<file path="src/pkg/twt_pkg.sv">
// package: timing, field widths and states for the wake-time scheduler and its host end
// How it works
// - service period is duration count times unit
// - interval is mantissa shifted by exponent
// - sleep is interval minus service period
// - next wake adds fixed interval, no renegotiation
// - no poll or trigger frames announce wake
// - no trigger frames used inside service period
// - requester support bit set during association
// - after accept send null frame, sleep
// - wake early for beacon, then sleep again
// - flagged traffic: fetch while more data set
// - nothing left: stay awake until period ends
// - period end forces sleep, defer pending transfers
// - received frames go to host unhandshaked
// - status high on wake, low at sleep
// - host raises request, waits for wake indication
// - wake indication only at next service period
// - host transfers only inside service period
// - host drops request after its transfer
// - leftover host work waits for next period
// - session enable written zero tears session down
`default_nettype none
package twt_pkg;
  localparam int unsigned DUR_W      = 8;
  localparam int unsigned UNIT_W     = 16;
  localparam int unsigned MANT_W     = 16;
  localparam int unsigned EXP_W      = 5;
  localparam int unsigned TIME_W     = 48;
  localparam int unsigned DATA_W     = 8;
  // beacon lead time ahead of the service period
  localparam int unsigned BEACON_LEAD_NS  = 1000;
  localparam int unsigned CLK_PERIOD_NS   = 100;
  localparam int unsigned BEACON_LEAD_CYC = (BEACON_LEAD_NS + CLK_PERIOD_NS - 1) / CLK_PERIOD_NS;
  // length of the beacon listen window
  localparam int unsigned BEACON_LISTEN_NS  = 500;
  localparam int unsigned BEACON_LISTEN_CYC = BEACON_LISTEN_NS / CLK_PERIOD_NS;

  typedef enum logic [2:0] {
    ST_IDLE, ST_ASSOC, ST_NULL_TX, ST_SLEEP, ST_BEACON, ST_WAIT_SP, ST_SERVE
  } sched_state_type;

  typedef enum logic [1:0] {
    H_IDLE, H_WAIT, H_SEND, H_DONE
  } host_state_type;

  function automatic logic [TIME_W-1:0] sp_len(input logic [DUR_W-1:0] d, input logic [UNIT_W-1:0] u);
    sp_len = TIME_W'(d) * TIME_W'(u);
  endfunction

  function automatic logic [TIME_W-1:0] wake_int(input logic [MANT_W-1:0] m, input logic [EXP_W-1:0] e);
    wake_int = TIME_W'(m) << e;
  endfunction
endpackage : twt_pkg
`default_nettype wire

</file>
<file path="src/pkg/twt_if.sv">
// interface: wake handshake pins and data path between scheduler and host
`default_nettype none
interface twt_if;
  logic                      host_wake_request_in;
  logic                      wake_status_out_primary;
  logic                      wake_status_out_alternate;
  logic                      rx_valid;
  logic [twt_pkg::DATA_W-1:0] rx_data;
  logic                      tx_valid;
  logic [twt_pkg::DATA_W-1:0] tx_data;

  modport device (
    input  host_wake_request_in,
    output wake_status_out_primary,
    output wake_status_out_alternate,
    output rx_valid,
    output rx_data,
    input  tx_valid,
    input  tx_data
  );
  modport host (
    output host_wake_request_in,
    input  wake_status_out_primary,
    input  wake_status_out_alternate,
    input  rx_valid,
    input  rx_data,
    output tx_valid,
    output tx_data
  );
endinterface : twt_if
`default_nettype wire

</file>
<file path="src/core/twt_sleep_wake_scheduler.sv">
// design: station-side target wake time scheduler with host sleep/wake handshake
`default_nettype none
module twt_sleep_wake_scheduler (
  input  wire logic                          ref_clk,
  input  wire logic                          nrst,
  twt_if.device                              link,
  input  wire logic                          session_enable,
  input  wire logic [twt_pkg::DUR_W-1:0]     wake_duration,
  input  wire logic [twt_pkg::UNIT_W-1:0]    wake_duration_unit,
  input  wire logic [twt_pkg::MANT_W-1:0]    wake_int_mantissa,
  input  wire logic [twt_pkg::EXP_W-1:0]     wake_int_exp,
  input  wire logic                          silent_wake_select,
  input  wire logic                          setup_accepted,
  input  wire logic                          beacon_aid_set,
  input  wire logic                          ap_frame_valid,
  input  wire logic [twt_pkg::DATA_W-1:0]    ap_frame_data,
  input  wire logic                          ap_more_data,
  output logic                               assoc_req,
  output logic                               he_requester_support,
  output logic                               null_frame_tx,
  output logic                               null_pwr_mgt,
  output logic                               ps_poll_tx,
  output logic                               trigger_tx,
  output logic                               fetch_active,
  output logic                               beacon_rx_en,
  output logic                               awake,
  output logic                               host_tx_ready,
  output logic [twt_pkg::TIME_W-1:0]         next_wake_time,
  output logic [twt_pkg::TIME_W-1:0]         sleep_duration
);
  import twt_pkg::*;

  // ****************************************
  // host request synchroniser
  // ****************************************
  logic req_meta_q, req_sync_q;
  always_ff @(posedge ref_clk) begin
    if (!nrst) begin
      req_meta_q <= 1'b0;
      req_sync_q <= 1'b0;
    end else begin
      req_meta_q <= link.host_wake_request_in;
      req_sync_q <= req_meta_q;
    end
  end

  // ****************************************
  // schedule arithmetic
  // ****************************************
  logic [TIME_W-1:0] sp_cyc, int_cyc;
  always_comb begin
    sp_cyc  = sp_len(wake_duration, wake_duration_unit);
    int_cyc = wake_int(wake_int_mantissa, wake_int_exp);
  end

  // ****************************************
  // scheduler state
  // ****************************************
  sched_state_type   st_q, st_d;
  logic [TIME_W-1:0] now_q, now_d;
  logic [TIME_W-1:0] twt_q, twt_d;
  logic [TIME_W-1:0] sp_end_q, sp_end_d;
  logic [TIME_W-1:0] slp_q, slp_d;
  logic [TIME_W-1:0] bcn_q, bcn_d;
  logic              fetch_q, fetch_d;
  logic              ind_q, ind_d;
  logic              rxv_q, rxv_d;
  logic [DATA_W-1:0] rxd_q, rxd_d;

  always_comb begin
    st_d     = st_q;
    now_d    = now_q + TIME_W'(1);
    twt_d    = twt_q;
    sp_end_d = sp_end_q;
    slp_d    = slp_q;
    bcn_d    = bcn_q;
    fetch_d  = fetch_q;
    ind_d    = ind_q;
    rxv_d    = 1'b0;
    rxd_d    = rxd_q;
    case (st_q)
      ST_IDLE: begin
        if (session_enable) begin
          st_d = ST_ASSOC;
        end
      end
      ST_ASSOC: begin
        if (setup_accepted) begin
          st_d = ST_NULL_TX;
        end
      end
      ST_NULL_TX: begin
        st_d  = ST_SLEEP;
        twt_d = now_q + int_cyc;
        slp_d = int_cyc - sp_cyc;
      end
      ST_SLEEP: begin
        if (now_q + TIME_W'(BEACON_LEAD_CYC) >= twt_q) begin
          st_d  = ST_BEACON;
          bcn_d = TIME_W'(BEACON_LISTEN_CYC);
        end
      end
      ST_BEACON: begin
        bcn_d = bcn_q - TIME_W'(1);
        if (beacon_aid_set) begin
          fetch_d = 1'b1;
        end
        if (bcn_q == '0 || now_q >= twt_q) begin
          st_d = ST_WAIT_SP;
        end
      end
      ST_WAIT_SP: begin
        if (now_q >= twt_q) begin
          st_d     = ST_SERVE;
          ind_d    = 1'b1;
          sp_end_d = twt_q + sp_cyc;
          twt_d    = twt_q + int_cyc;
          slp_d    = int_cyc - sp_cyc;
        end
      end
      ST_SERVE: begin
        if (fetch_q && ap_frame_valid) begin
          rxv_d = 1'b1;
          rxd_d = ap_frame_data;
          if (!ap_more_data) begin
            fetch_d = 1'b0;
          end
        end
        // status rose one cycle after the start, so it falls one cycle after the end: sp_cyc high cycles
        if (now_q >= sp_end_q) begin
          st_d    = ST_SLEEP;
          fetch_d = 1'b0;
          ind_d   = 1'b0;
        end
      end
      default: begin
        st_d = ST_IDLE;
      end
    endcase
    if (!session_enable) begin
      st_d    = ST_IDLE;
      fetch_d = 1'b0;
      ind_d   = 1'b0;
    end
  end

  always_ff @(posedge ref_clk) begin
    if (!nrst) begin
      st_q     <= ST_IDLE;
      now_q    <= '0;
      twt_q    <= '0;
      sp_end_q <= '0;
      slp_q    <= '0;
      bcn_q    <= '0;
      fetch_q  <= 1'b0;
      ind_q    <= 1'b0;
      rxv_q    <= 1'b0;
      rxd_q    <= '0;
    end else begin
      st_q     <= st_d;
      now_q    <= now_d;
      twt_q    <= twt_d;
      sp_end_q <= sp_end_d;
      slp_q    <= slp_d;
      bcn_q    <= bcn_d;
      fetch_q  <= fetch_d;
      ind_q    <= ind_d;
      rxv_q    <= rxv_d;
      rxd_q    <= rxd_d;
    end
  end

  // ****************************************
  // outputs
  // ****************************************
  // indication level follows the service period; the host reads its edge
  assign link.wake_status_out_primary   = ind_q;
  assign link.wake_status_out_alternate = ind_q;
  assign link.rx_valid                  = rxv_q;
  assign link.rx_data                   = rxd_q;
  assign assoc_req            = (st_q == ST_ASSOC);
  assign he_requester_support = (st_q == ST_ASSOC);
  assign null_frame_tx        = (st_q == ST_NULL_TX);
  assign null_pwr_mgt         = 1'b1;
  // unannounced, non-triggered: never poll or trigger, whatever the select
  assign ps_poll_tx           = 1'b0 & ~silent_wake_select;
  assign trigger_tx           = 1'b0;
  assign fetch_active         = fetch_q & (st_q == ST_SERVE);
  assign beacon_rx_en         = (st_q == ST_BEACON);
  assign awake                = (st_q == ST_SERVE);
  // host words accepted only while serving and the host still asks
  assign host_tx_ready        = (st_q == ST_SERVE) & req_sync_q;
  assign next_wake_time       = twt_q;
  assign sleep_duration       = slp_q;
endmodule : twt_sleep_wake_scheduler
`default_nettype wire

</file>
<file path="src/flat_wrapper.sv">
// flat-port wrapper written by rule: the top's interface ports become plain ports
module twt_sleep_wake_scheduler_flat import twt_pkg::*;
  (ref_clk, nrst, session_enable, wake_duration, wake_duration_unit, wake_int_mantissa, wake_int_exp, silent_wake_select, setup_accepted, beacon_aid_set, ap_frame_valid, ap_frame_data, ap_more_data, assoc_req, he_requester_support, null_frame_tx, null_pwr_mgt, ps_poll_tx, trigger_tx, fetch_active, beacon_rx_en, awake, host_tx_ready, next_wake_time, sleep_duration, link_host_wake_request_in, link_wake_status_out_primary, link_wake_status_out_alternate, link_rx_valid, link_rx_data, link_tx_valid, link_tx_data);
  twt_if link_i ();
  input  wire logic ref_clk;
  input  wire logic nrst;
  input  wire logic session_enable;
  input  wire logic [twt_pkg::DUR_W-1:0] wake_duration;
  input  wire logic [twt_pkg::UNIT_W-1:0] wake_duration_unit;
  input  wire logic [twt_pkg::MANT_W-1:0] wake_int_mantissa;
  input  wire logic [twt_pkg::EXP_W-1:0] wake_int_exp;
  input  wire logic silent_wake_select;
  input  wire logic setup_accepted;
  input  wire logic beacon_aid_set;
  input  wire logic ap_frame_valid;
  input  wire logic [twt_pkg::DATA_W-1:0] ap_frame_data;
  input  wire logic ap_more_data;
  output logic assoc_req;
  output logic he_requester_support;
  output logic null_frame_tx;
  output logic null_pwr_mgt;
  output logic ps_poll_tx;
  output logic trigger_tx;
  output logic fetch_active;
  output logic beacon_rx_en;
  output logic awake;
  output logic host_tx_ready;
  output logic [twt_pkg::TIME_W-1:0] next_wake_time;
  output logic [twt_pkg::TIME_W-1:0] sleep_duration;
  input wire logic [$bits(link_i.host_wake_request_in)-1:0] link_host_wake_request_in;
  output wire logic [$bits(link_i.wake_status_out_primary)-1:0] link_wake_status_out_primary;
  output wire logic [$bits(link_i.wake_status_out_alternate)-1:0] link_wake_status_out_alternate;
  output wire logic [$bits(link_i.rx_valid)-1:0] link_rx_valid;
  output wire logic [$bits(link_i.rx_data)-1:0] link_rx_data;
  input wire logic [$bits(link_i.tx_valid)-1:0] link_tx_valid;
  input wire logic [$bits(link_i.tx_data)-1:0] link_tx_data;
  assign link_i.host_wake_request_in = link_host_wake_request_in;
  assign link_wake_status_out_primary = link_i.wake_status_out_primary;
  assign link_wake_status_out_alternate = link_i.wake_status_out_alternate;
  assign link_rx_valid = link_i.rx_valid;
  assign link_rx_data = link_i.rx_data;
  assign link_i.tx_valid = link_tx_valid;
  assign link_i.tx_data = link_tx_data;
  twt_sleep_wake_scheduler u_core (.ref_clk(ref_clk), .nrst(nrst), .link(link_i), .session_enable(session_enable), .wake_duration(wake_duration), .wake_duration_unit(wake_duration_unit), .wake_int_mantissa(wake_int_mantissa), .wake_int_exp(wake_int_exp), .silent_wake_select(silent_wake_select), .setup_accepted(setup_accepted), .beacon_aid_set(beacon_aid_set), .ap_frame_valid(ap_frame_valid), .ap_frame_data(ap_frame_data), .ap_more_data(ap_more_data), .assoc_req(assoc_req), .he_requester_support(he_requester_support), .null_frame_tx(null_frame_tx), .null_pwr_mgt(null_pwr_mgt), .ps_poll_tx(ps_poll_tx), .trigger_tx(trigger_tx), .fetch_active(fetch_active), .beacon_rx_en(beacon_rx_en), .awake(awake), .host_tx_ready(host_tx_ready), .next_wake_time(next_wake_time), .sleep_duration(sleep_duration));
endmodule
</file>
<file path="config.mk">
export PLATFORM = sky130hd
export DESIGN_NAME = twt_sleep_wake_scheduler_flat
export DESIGN_NICKNAME = d
export VERILOG_FILES = /design/src/pkg/twt_pkg.sv /design/src/pkg/twt_if.sv /design/src/core/twt_sleep_wake_scheduler.sv /design/src/flat_wrapper.sv
export SDC_FILE = /design/constraint.sdc
export NUM_CORES = 1
export LEC_CHECK = 0
export BUFFER_PORTS_ARGS = -buffer_cell sky130_fd_sc_hd__buf_2
export CAP_MARGIN = 20
export CORE_UTILIZATION = 30
export DETAILED_ROUTE_END_ITERATION = 16
export GPL_ROUTABILITY_DRIVEN = 0
export SLEW_MARGIN = 15
export SYNTH_ARGS = -nofsm -noshare
export SYNTH_HDL_FRONTEND = slang
export SYNTH_SLANG_ARGS = --single-unit
export TNS_END_PERCENT = 5
</file>
<file path="constraint.sdc">
create_clock -name ref_clk -period 10.19 [get_ports ref_clk]
set_input_delay 1.5285 -clock ref_clk [delete_from_list [all_inputs] [get_ports ref_clk]]
set_output_delay 1.5285 -clock ref_clk [all_outputs]
set_load 0.005 [all_outputs]
</file>
==> flow_summary.json, run 1 <==
{
  "cts_made_buffers": 35,
  "synth_top_family_by_area": "simple AND/OR/NAND/NOR gates",
  "timing.setup.tns_ns": 0,
  "avgSynthCellArea_um2": 7.75,
  "synth_compound_area_frac": 0.207,
  "grt_start_max_net_pins": 161,
  "slew_violations": 0,
  "crit_path_max_fanout": 16,
  "fin_skew_ns": 0.0300,
  "cts_tree": "done",
  "clk_latency_ns": 0.56,
  "avgRoutedWirePerCell_um": 17.9,
  "yosysWarnings": 0,
  "netlist_area_um2": 25900,
  "start_util": 0.303,
  "yosysSeqAreaShare": 0.198,
  "slowest_stage": "fa_1",
  "fin_nets": 3859,
  "syn_to_final_growth_pct": 11.7,
  "synthTopCellsByArea": "dfxtp_1 20%, ha_1 14%, fa_1 6.7%, a21oi_1 5.3%, nand2_1 4.9%",
  "vias_per_cell": 5.25,
  "critPathCaptureType": "flip-flop",
  "slowest_delay_ns": 0.55,
  "fill_cells": 9209,
  "setup.worst_path.class": "input pin to flip-flop",
  "outcome": "finished, final reports clean",
  "antenna_found_initial": 0,
  "synthDistinctLibCells": 90,
  "die_y_um": 296,
  "setup.worst_path.start_class": "input pin",
  "io_buffers": 174,
  "grt_pass1_vias": 22950,
  "slew_headroom": 0.388,
  "post-dp-hpwl_um": 63600,
  "ff2ff_path_depth": 21,
  "finalHoldViolations": 0,
  "critPathRequiredTime_ns": 10.58,
  "diodes": 0,
  "die_area_um2": 87600,
  "io_pins": 188,
  "worst-path-buf-inv": 5,
  "rsz0062_at_grt": "false",
  "synth_top_cell_by_area": "dfxtp_1",
  "async_reset_ff_frac": 0,
  "wl_um": 82100,
  "synth_top_area_frac": 0.198,
  "drt_pass1_iterations": 7,
  "drt_iter0_markers": 1570,
  "fmax_ghz": 0.115,
  "syn-instance-count": 3343,
  "setup_violations": 0,
  "cts_resized": 0,
  "tightest_slew_ns": 0.917,
  "hp-start": "u_core.req_meta_q",
  "core-area_um2": 85400,
  "detail-route-antenna-nets": 0,
  "ctsHoldBuffers": 0,
  "final_area_um2": 28900,
  "clkTransAtPathRegs_ns": 0.06,
  "yosys.area_share.simple": 0.226,
  "multi_input_area_um2": 19200,
  "hold_path.class": "flip-flop to flip-flop",
  "dpl_cell_area_um2": 27800,
  "mostFrequentLayoutCell": "nand2_1",
  "final_cell_mix": "334 x nand2_1, 285 x ha_1, 276 x inv_1, 273 x a21oi_1, 256 x dfxtp_1",
  "min_delay_worst_endpoint": "u_core.req_sync_q",
  "drv_cap": 0,
  "rows": 107,
  "htreeDepth": 2,
  "clk_path_buf_depth": 3,
  "grt_pass1_wl_um": 130000,
  "die_w_um": 296,
  "hold_depth": 1,
  "crit_path_start": "wake_duration[7]",
  "synthMuxAreaShare": 0.0338,
  "synth_enable_flop_cells": 0,
  "root_buffer": "clkbuf_16",
  "period_minus_slack_ns": 8.69,
  "synthXorXnorAreaFrac": 0.0649,
  "num_vias": 24082,
  "ir_drop_mv": 0.159,
  "critPathTopFamily": "compound AO/OA/AOI/OAI gates",
  "synth-seq-cells": 256,
  "post_cts_buffers": 0,
  "drc": 0,
  "arrival_ns": 9.08,
  "grt-ovfl-total": 0,
  "yosys.area_share.adder": 0.205,
  "cts_sinks": 256,
  "r2r-start": "u_core.now_q[4]",
  "r2r_end": "u_core.bcn_q[29]",
  "finalCritPeriodShare": 0.853,
  "drive_above_1_share": 0.0953,
  "leakagePower_nw": 12.8,
  "reg2reg_slack_ns": 4.37,
  "ys.flop_type": "dfxtp_1",
  "gr-usage-all-layers": 0.187,
  "register_area_um2": 5120,
  "power_per_cell_area_nw_per_um2": 180
}
registers in the layout, summed over array words and instances, names as in the netlist:
name	count
u_core.next_wake_time	48
u_core.st_q	3
u_core.link.wake_status_out_alternate	1
u_core.link.rx_valid	1
u_core.bcn_q	48
u_core.req_sync_q	1
u_core.req_meta_q	1
u_core.sp_end_q	48
u_core.link.rx_data	8
u_core.sleep_duration	48
u_core.now_q	48
u_core.fetch_q	1
cells by family (layout without fill, tap and decap cells):
kind of cell | Yosys count | after routing
muxes | 67 | 67
buffers and inverters | 435 | 534
other | 2 | 3
AOI/OAI and AO/OA | 842 | 842
adders and majority gates | 372 | 372
xor gates and xnor gates | 192 | 192
and+or+nand+nor | 1177 | 1177
DFF | 256 | 256
worst reg2reg max path: stages, from the launching register on:
cell       delay (ns)
dfxtp_1          0.55
nand4_1          0.24
nor2_1           0.22
and2_1           0.21
nand3_1          0.21
nor2_1           0.52
nand3_1          0.43
nor2_1           0.33
nand4_1          0.25
nor2_1           0.24
xor2_1           0.20
ha_1             0.28
a21o_1           0.17
a21o_1           0.18
a21o_1           0.17
a21oi_1          0.13
o211ai_1         0.23
o2111ai_2        0.24
buf_4            0.46
o311ai_0         0.27
o41a_1           0.16
nor2_1           0.08
metal layers:
metal / wire length [um] / vias up / track usage
met5: 0 / - / 0
met4: 2850 / 0 / 0.0671
met3: 4530 / 140 / 0.0268
met2: 36600 / 662 / 0.298
met1: 38100 / 11347 / 0.254
li1: - / 11933 / -
report_power, final:
part,switching [mW],internal (mW)
clock network,0.510,0.747
logic,1.82,1.12
registers,0.0122,1.01
total,2.34,2.88
cell usage after synthesis, types with 19 or more instances:
library cell / number
or4_1: 25
a21o_1: 104
ha_1: 285
o21a_1: 32
and3_1: 26
nor4_1: 21
clkbuf_1: 126
a21oi_1: 273
and2_1: 134
nor3_1: 44
xor2_1: 78
or3_1: 57
o21ai_0: 169
inv_1: 276
buf_1: 19
nand2_1: 335
xnor2_1: 114
mux2i_1: 37
dfxtp_1: 256
fa_1: 87
a211oi_1: 54
nor2_1: 249
o211ai_1: 31
nand3_1: 102
nand2b_1: 28
nand4_1: 70
or2_2: 30
nor2b_1: 22
layout make-up:
type	instances	share of cell area
Sequential cell	256	0.177
Clock inverter	8	0.00320
Clock buffer	56	0.0368
Tap cell	1144	0.0495
Inverter	278	0.0362
Multi-Input combinational cell	2653	0.662
Timing Repair Buffer	192	0.0352
metrics by stage:
stage,instances,total power [mW],setup slack (ns),hold WS [ns],util
CTS,4587,5.23,1.57,0.432,0.339
detailed placement,4523,3.94,1.00,0.418,0.325
global route,4587,5.62,0.936,0.441,0.339
floorplan,3344,3.21,2.04,0.412,-
global placement,4523,3.94,1.05,0.416,0.325
finish,4587,5.22,1.50,0.437,0.339
worst max-delay path by stage:
| stage | to | slack [ns] | cells past startpoint |
|---|---|---|---|
| final | u_core.sleep_duration[43] | 1.50 | 27 |
| after CTS | u_core.sleep_duration[43] | 1.57 | 27 |
| after detailed placement | u_core.sleep_duration[43] | 1.00 | 27 |
| after global placement | u_core.sleep_duration[43] | 1.05 | 27 |
| after floorplan | u_core.sp_end_q[40] | 2.04 | 30 |
| after global routing | u_core.sleep_duration[43] | 0.94 | 27 |
Note: power is estimated with default switching activity, not from simulation.
==> run 2: changes to the inputs <==
--- a/config.mk
+++ b/config.mk
@@ -10,6 +10,7 @@
 export CORE_UTILIZATION = 30
 export DETAILED_ROUTE_END_ITERATION = 16
 export GPL_ROUTABILITY_DRIVEN = 0
+export SKIP_LAST_GASP = 1
 export SLEW_MARGIN = 15
 export SYNTH_ARGS = -nofsm -noshare
 export SYNTH_HDL_FRONTEND = slang
==> constraint.sdc (replaced) <==
create_clock -name ref_clk -period 9.4 [get_ports ref_clk]
set_input_delay 0.47 -clock ref_clk [delete_from_list [all_inputs] [get_ports ref_clk]]
set_output_delay 0.47 -clock ref_clk [all_outputs]
set_load 0.005 [all_outputs]
==> run 2 against run 1 <==
- setup slack improved by 0.32 ns
- sequential share of layout area rose by 0.061 points
- highest routed layer unchanged
- clock-buffer cell count fell by 9
- critical path depth did not move
- core utilization fell by 0.12 points
- critical path type unchanged
- final area fell by 0.34%
- largest cell class unchanged
- clock skew rose by 0.0017 ns
==> flow_summary.json, run 2 (synthesis gave the netlist of run 1 again) <==
{
  "rows": 107,
  "final_cell_mix": "334 x nand2_1, 285 x ha_1, 276 x inv_1, 273 x a21oi_1, 256 x dfxtp_1",
  "drv_cap": 0,
  "globalRouteMet1Util": 0.253,
  "grt-ovfl-total": 0,
  "fin_ws_ns": 1.82,
  "critPathCaptureType": "flip-flop",
  "finalHoldViolations": 0,
  "post-dp-hpwl_um": 63500,
  "p_total_mw": 5.57,
  "fin_nets": 3857,
  "finalCritPeriodShare": 0.806,
  "grt_pass1_wl_um": 128000,
  "grtUsageMet2": 0.297,
  "io_pins": 188,
  "cts_sinks": 256,
  "clk_latency_ns": 0.55,
  "leakagePower_nw": 12.8,
  "power_per_cell_area_nw_per_um2": 193,
  "cts_tree": "done",
  "setup.worst_path.class": "input pin to flip-flop",
  "cts_made_buffers": 34,
  "io_buffers": 174,
  "syn_to_final_growth_pct": 11.3,
  "mostFrequentLayoutCell": "nand2_1",
  "drt_pass1_iterations": 5,
  "use_met3": 0.0223,
  "tightest_slew_ns": 0.961,
  "multi_input_area_um2": 19200,
  "setup.worst_path.start_class": "input pin",
  "die_area_um2": 87600,
  "die_y_um": 296,
  "vias_per_cell": 5.25,
  "instances_no_fill": 4578,
  "top_usage_layer": "met2",
  "ctsHoldBuffers": 0,
  "ff2ff_path_depth": 21,
  "outcome": "finished, final reports clean",
  "wl_um": 81400,
  "diodes": 0,
  "hold_path.class": "input pin to flip-flop",
  "final_area_um2": 28800,
  "avgRoutedWirePerCell_um": 17.8,
  "grt_start_max_net_pins": 111,
  "root_buffer": "clkbuf_16",
  "grt_pass1_vias": 22461,
  "period_minus_slack_ns": 7.58,
  "post_cts_buffers": 0,
  "clkTransAtPathRegs_ns": 0.06,
  "dpl_cell_area_um2": 27800,
  "htreeDepth": 2,
  "reg2reg_slack_ns": 3.58,
  "cts_resized": 0,
  "detail-route-antenna-nets": 0,
  "rsz0062_at_grt": "false",
  "clk_path_buf_depth": 3,
  "fin_skew_ns": 0.0317,
  "r2r-start": "u_core.now_q[4]",
  "core-area_um2": 85400,
  "fmax_ghz": 0.132,
  "register_area_um2": 5120,
  "drc": 0,
  "setup_violations": 0,
  "timing.setup.tns_ns": 0,
  "slew_violations": 0,
  "crit_path_start": "wake_duration[7]",
  "r2r_end": "u_core.bcn_q[29]",
  "ir_drop_mv": 0.144,
  "antenna_found_initial": 1,
  "dp.cells": 4522,
  "gr-usage-all-layers": 0.184,
  "crit_path_max_fanout": 16,
  "fill_cells": 9176,
  "critPathRequiredTime_ns": 9.79,
  "num_vias": 24053,
  "start_util": 0.303,
  "slew_headroom": 0.355,
  "drive_above_1_share": 0.0944,
  "drt_iter0_markers": 1620,
  "arrival_ns": 7.96,
  "die_w_um": 296,
  "dp_slack_ns": 1.32,
  "crit_end": "u_core.sleep_duration[43]"
}
[run 2: changes by cell type in the layout (fill, tap and decap cells not counted)]
cell | previous run | this run
clkbuf_1 | 11 | 6
clkbuf_8 | 9 | 6
clkinv_2 | 1 | 3
buf_4 | 17 | 16
clkbuf_16 | 36 | 35
clkinv_8 | 1 | 0
[run 2: how the worst min path moves through the flow]
stage	startpoint	endpoint	slack [ns]	cells past startpoint
6_report	link_host_wake_request_in	u_core.req_meta_q	0.15	2
5_1_grt	link_host_wake_request_in	u_core.req_meta_q	0.12	2
4_1_cts	link_host_wake_request_in	u_core.req_meta_q	0.10	2
3_5_place_dp	u_core.req_meta_q	u_core.req_sync_q	0.43	1
3_3_place_gp	u_core.req_meta_q	u_core.req_sync_q	0.42	1
2_1_floorplan	u_core.req_meta_q	u_core.req_sync_q	0.41	1
[run 2: critical path, cell delays in order]
cell and delay (ns):
buf_2 0.25, nand2_1 0.12, fa_1 0.51, fa_1 0.54, inv_1 0.06, fa_1 0.53
inv_1 0.05, fa_1 0.53, inv_1 0.04, ha_1 0.35, a21o_1 0.17, a221oi_1 0.44
o21bai_1 0.15, o22ai_1 0.28, o21ai_0 0.23, a211oi_1 0.81, nor2b_1 0.09, o21ai_0 0.17
nand2b_1 0.16, xnor2_1 0.19, ha_1 0.48, nand2_1 0.11, nor2_1 0.04, o21a_1 0.16
a21oi_2 0.52, and2_1 0.33, o311ai_0 0.15
[run 2: report_power, final]
group	internal (mW)	switching (mW)	leakage [nW]	total, mW
clock	0.756	0.530	0.521	1.29
sequential	1.10	0.0129	2.06	1.11
combinational	1.21	1.96	10.2	3.17
[run 2: cell type report]
| class | count | share of cell area |
|---|---|---|
| repair buffers | 191 | 0.0351 |
| flip-flops and latches | 256 | 0.178 |
| inverters | 278 | 0.0364 |
| multi-input cells | 2653 | 0.664 |
| well taps | 1144 | 0.0496 |
| clock buffers | 47 | 0.0340 |
| clock inverters | 9 | 0.00299 |
[run 2: layer usage]
layer | wire, um | vias up | part of all wire
li1 | - | 11962 | -
met4 | 2450 | 0 | 0.030
met3 | 3910 | 104 | 0.048
met2 | 36700 | 605 | 0.45
met1 | 38300 | 11382 | 0.47
met5 | 0 | - | 0
[run 2: stage by stage]
stage,util,hold slack (ns)
after floorplan,-,0.412
after global placement,0.325,0.416
after detailed placement,0.325,0.428
after CTS,0.338,0.105
after global routing,0.338,0.118
final,0.338,0.147
==> run 3: changes to the inputs <==
==> constraint.sdc (replaced) <==
create_clock -name ref_clk -period 7.4 [get_ports ref_clk]
set_input_delay 0.37 -clock ref_clk [delete_from_list [all_inputs] [get_ports ref_clk]]
set_output_delay 0.37 -clock ref_clk [all_outputs]
set_load 0.005 [all_outputs]
==> run 3 against run 2 <==
- register-to-register slack got worse by 1.7 ns
- highest routed layer unchanged
- non-clock buffer count rose by 62
- routed wire length grew 0.67%
- largest power group unchanged
- sequential share of layout area fell by 0.40 points
- core utilization increased by 0.79 points
- cell count is 1.5% higher
- largest cell class unchanged
- final area rose by 2.3%
- flip-flop and latch count unchanged
- critical path depth increased by 4
- combinational power grew 43%
==> flow_summary.json, run 3 (synthesis gave the netlist of run 1 again) <==
{
  "die_w_um": 296,
  "tightest_slew_ns": 0.980,
  "syn_to_final_growth_pct": 13.9,
  "grt_pass1_wl_um": 128000,
  "power_per_cell_area_nw_per_um2": 265,
  "r2r_end": "u_core.bcn_q[29]",
  "setup.worst_path.class": "input pin to flip-flop",
  "arrival_ns": 7.34,
  "ff2ff_path_depth": 22,
  "gr-usage-all-layers": 0.185,
  "drive_above_1_share": 0.113,
  "post-dp-hpwl_um": 64100,
  "post_cts_buffers": 0,
  "drv_cap": 0,
  "finalCritPeriodShare": 0.931,
  "timing.setup.tns_ns": 0,
  "num_vias": 24232,
  "fin_nets": 3921,
  "antenna_found_initial": 2,
  "rsz0062_at_grt": "false",
  "leakagePower_nw": 13.2,
  "fmax_ghz": 0.145,
  "r2r-start": "u_core.now_q[4]",
  "setup.worst_path.start_class": "input pin",
  "start_util": 0.303,
  "cts_made_buffers": 36,
  "clkTransAtPathRegs_ns": 0.06,
  "cts_sinks": 256,
  "htreeDepth": 2,
  "core-area_um2": 85400,
  "period_minus_slack_ns": 6.89,
  "root_buffer": "clkbuf_16",
  "drc": 0,
  "hold_depth": 3,
  "final_area_um2": 29500,
  "min_delay_worst_endpoint": "u_core.link.rx_data[5]",
  "switching_power_mw": 3.31,
  "p_sw_frac": 0.422,
  "drt_pass1_iterations": 6,
  "slowest_delay_ns": 0.56,
  "seq_power_share": 0.180,
  "slew_headroom": 0.347,
  "fill_cells": 9121,
  "die_y_um": 296,
  "crit_path_max_fanout": 8,
  "finalHoldViolations": 0,
  "detail-route-antenna-nets": 0,
  "hp-start": "ap_frame_data[5]",
  "p_comb_frac": 0.580,
  "grt_pass1_vias": 23047,
  "slowest_stage": "fa_1",
  "io_pins": 188,
  "final_cell_mix": "334 x nand2_1, 285 x ha_1, 276 x inv_1, 273 x a21oi_1, 256 x dfxtp_1",
  "p_clk_frac": 0.240,
  "rows": 107,
  "intPower_mw": 4.53,
  "final_util": 0.346,
  "io_buffers": 174,
  "grt_start_max_net_pins": 102,
  "fin_skew_ns": 0.0385,
  "critPathCaptureType": "flip-flop",
  "wl_um": 82000,
  "reg2reg_slack_ns": 1.90,
  "mostFrequentLayoutCell": "nand2_1",
  "outcome": "finished, final reports clean",
  "clk_latency_ns": 0.56,
  "cts_tree": "done",
  "whs_ns": 0.0619,
  "clk_path_buf_depth": 3,
  "setup_violations": 0,
  "grt-ovfl-total": 0,
  "die_area_um2": 87600,
  "dpl_cell_area_um2": 28200,
  "drt_iter0_markers": 1483,
  "avgRoutedWirePerCell_um": 17.6,
  "slew_violations": 0,
  "ir_drop_mv": 0.216,
  "critPathRequiredTime_ns": 7.85,
  "vias_per_cell": 5.21,
  "hold_path.class": "input pin to flip-flop"
}
-- run 3: through the flow --
stage | instances | setup slack [ns] | power [mW]
after floorplan | 3344 | 0.411 | 4.42
after global routing | 4646 | 0.198 | 8.44
after global placement | 4583 | 0.0355 | 5.93
after CTS | 4646 | 0.589 | 7.86
after detailed placement | 4583 | 0.00579 | 5.92
final | 4647 | 0.512 | 7.83
-- run 3: worst max path at each step --
stage	end	startpoint	slack (ns)	depth (start not counted)
after floorplan	u_core.sp_end_q[40]	wake_duration[7]	0.41	30
after global placement	u_core.sleep_duration[37]	wake_duration_unit[1]	0.04	29
after detailed placement	u_core.sleep_duration[37]	wake_duration_unit[1]	0.006	30
after CTS	u_core.sleep_duration[37]	wake_duration_unit[1]	0.59	30
after global routing	u_core.sleep_duration[37]	wake_duration_unit[1]	0.20	31
final	u_core.sleep_duration[37]	wake_duration_unit[1]	0.51	31
-- run 3: layout make-up --
class / count / area (um2) / share of cell area
diodes: 1 / 2.50 / 0.0000848
clock buffers: 45 / 1040 / 0.0351
clock inverters: 17 / 244 / 0.00827
inverters: 278 / 1050 / 0.0355
multi-input cells: 2653 / 19200 / 0.649
flip-flops and latches: 256 / 5120 / 0.174
well taps: 1144 / 1430 / 0.0485
repair buffers: 253 / 1470 / 0.0497
-- run 3: critical path, delay by kind of cell --
| family | cells | cell delay [ns] |
|---|---|---|
| AND/OR/NAND/NOR | 3 | 0.58 |
| adder cells (fa/ha/maj) | 6 | 2.74 |
| AO/OA/AOI/OAI | 12 | 2.50 |
| XOR/XNOR | 1 | 0.17 |
| buffers and inverters | 9 | 0.97 |
-- run 3: timing repair --
action	in CTS	in global routing
resized for setup	0	0
hold endpoints to repair	1	0
hold buffers	1	0
-- run 3: metal layers --
layer	up-vias	track usage	routed length, um
met5	-	0	0
met4	0	0.0589	2470
met3	117	0.0255	4500
met2	642	0.302	37000
met1	11380	0.249	38100
li1	12093	-	-
-- run 3: power by group through the flow --
stage	registers [mW]	clock network [mW]	logic (mW)
global placement	1.44	0	4.49
global route	1.41	1.99	5.04
CTS	1.41	1.94	4.51
finish	1.41	1.88	4.54
detailed placement	1.44	0	4.48
floorplan	1.44	0	2.98
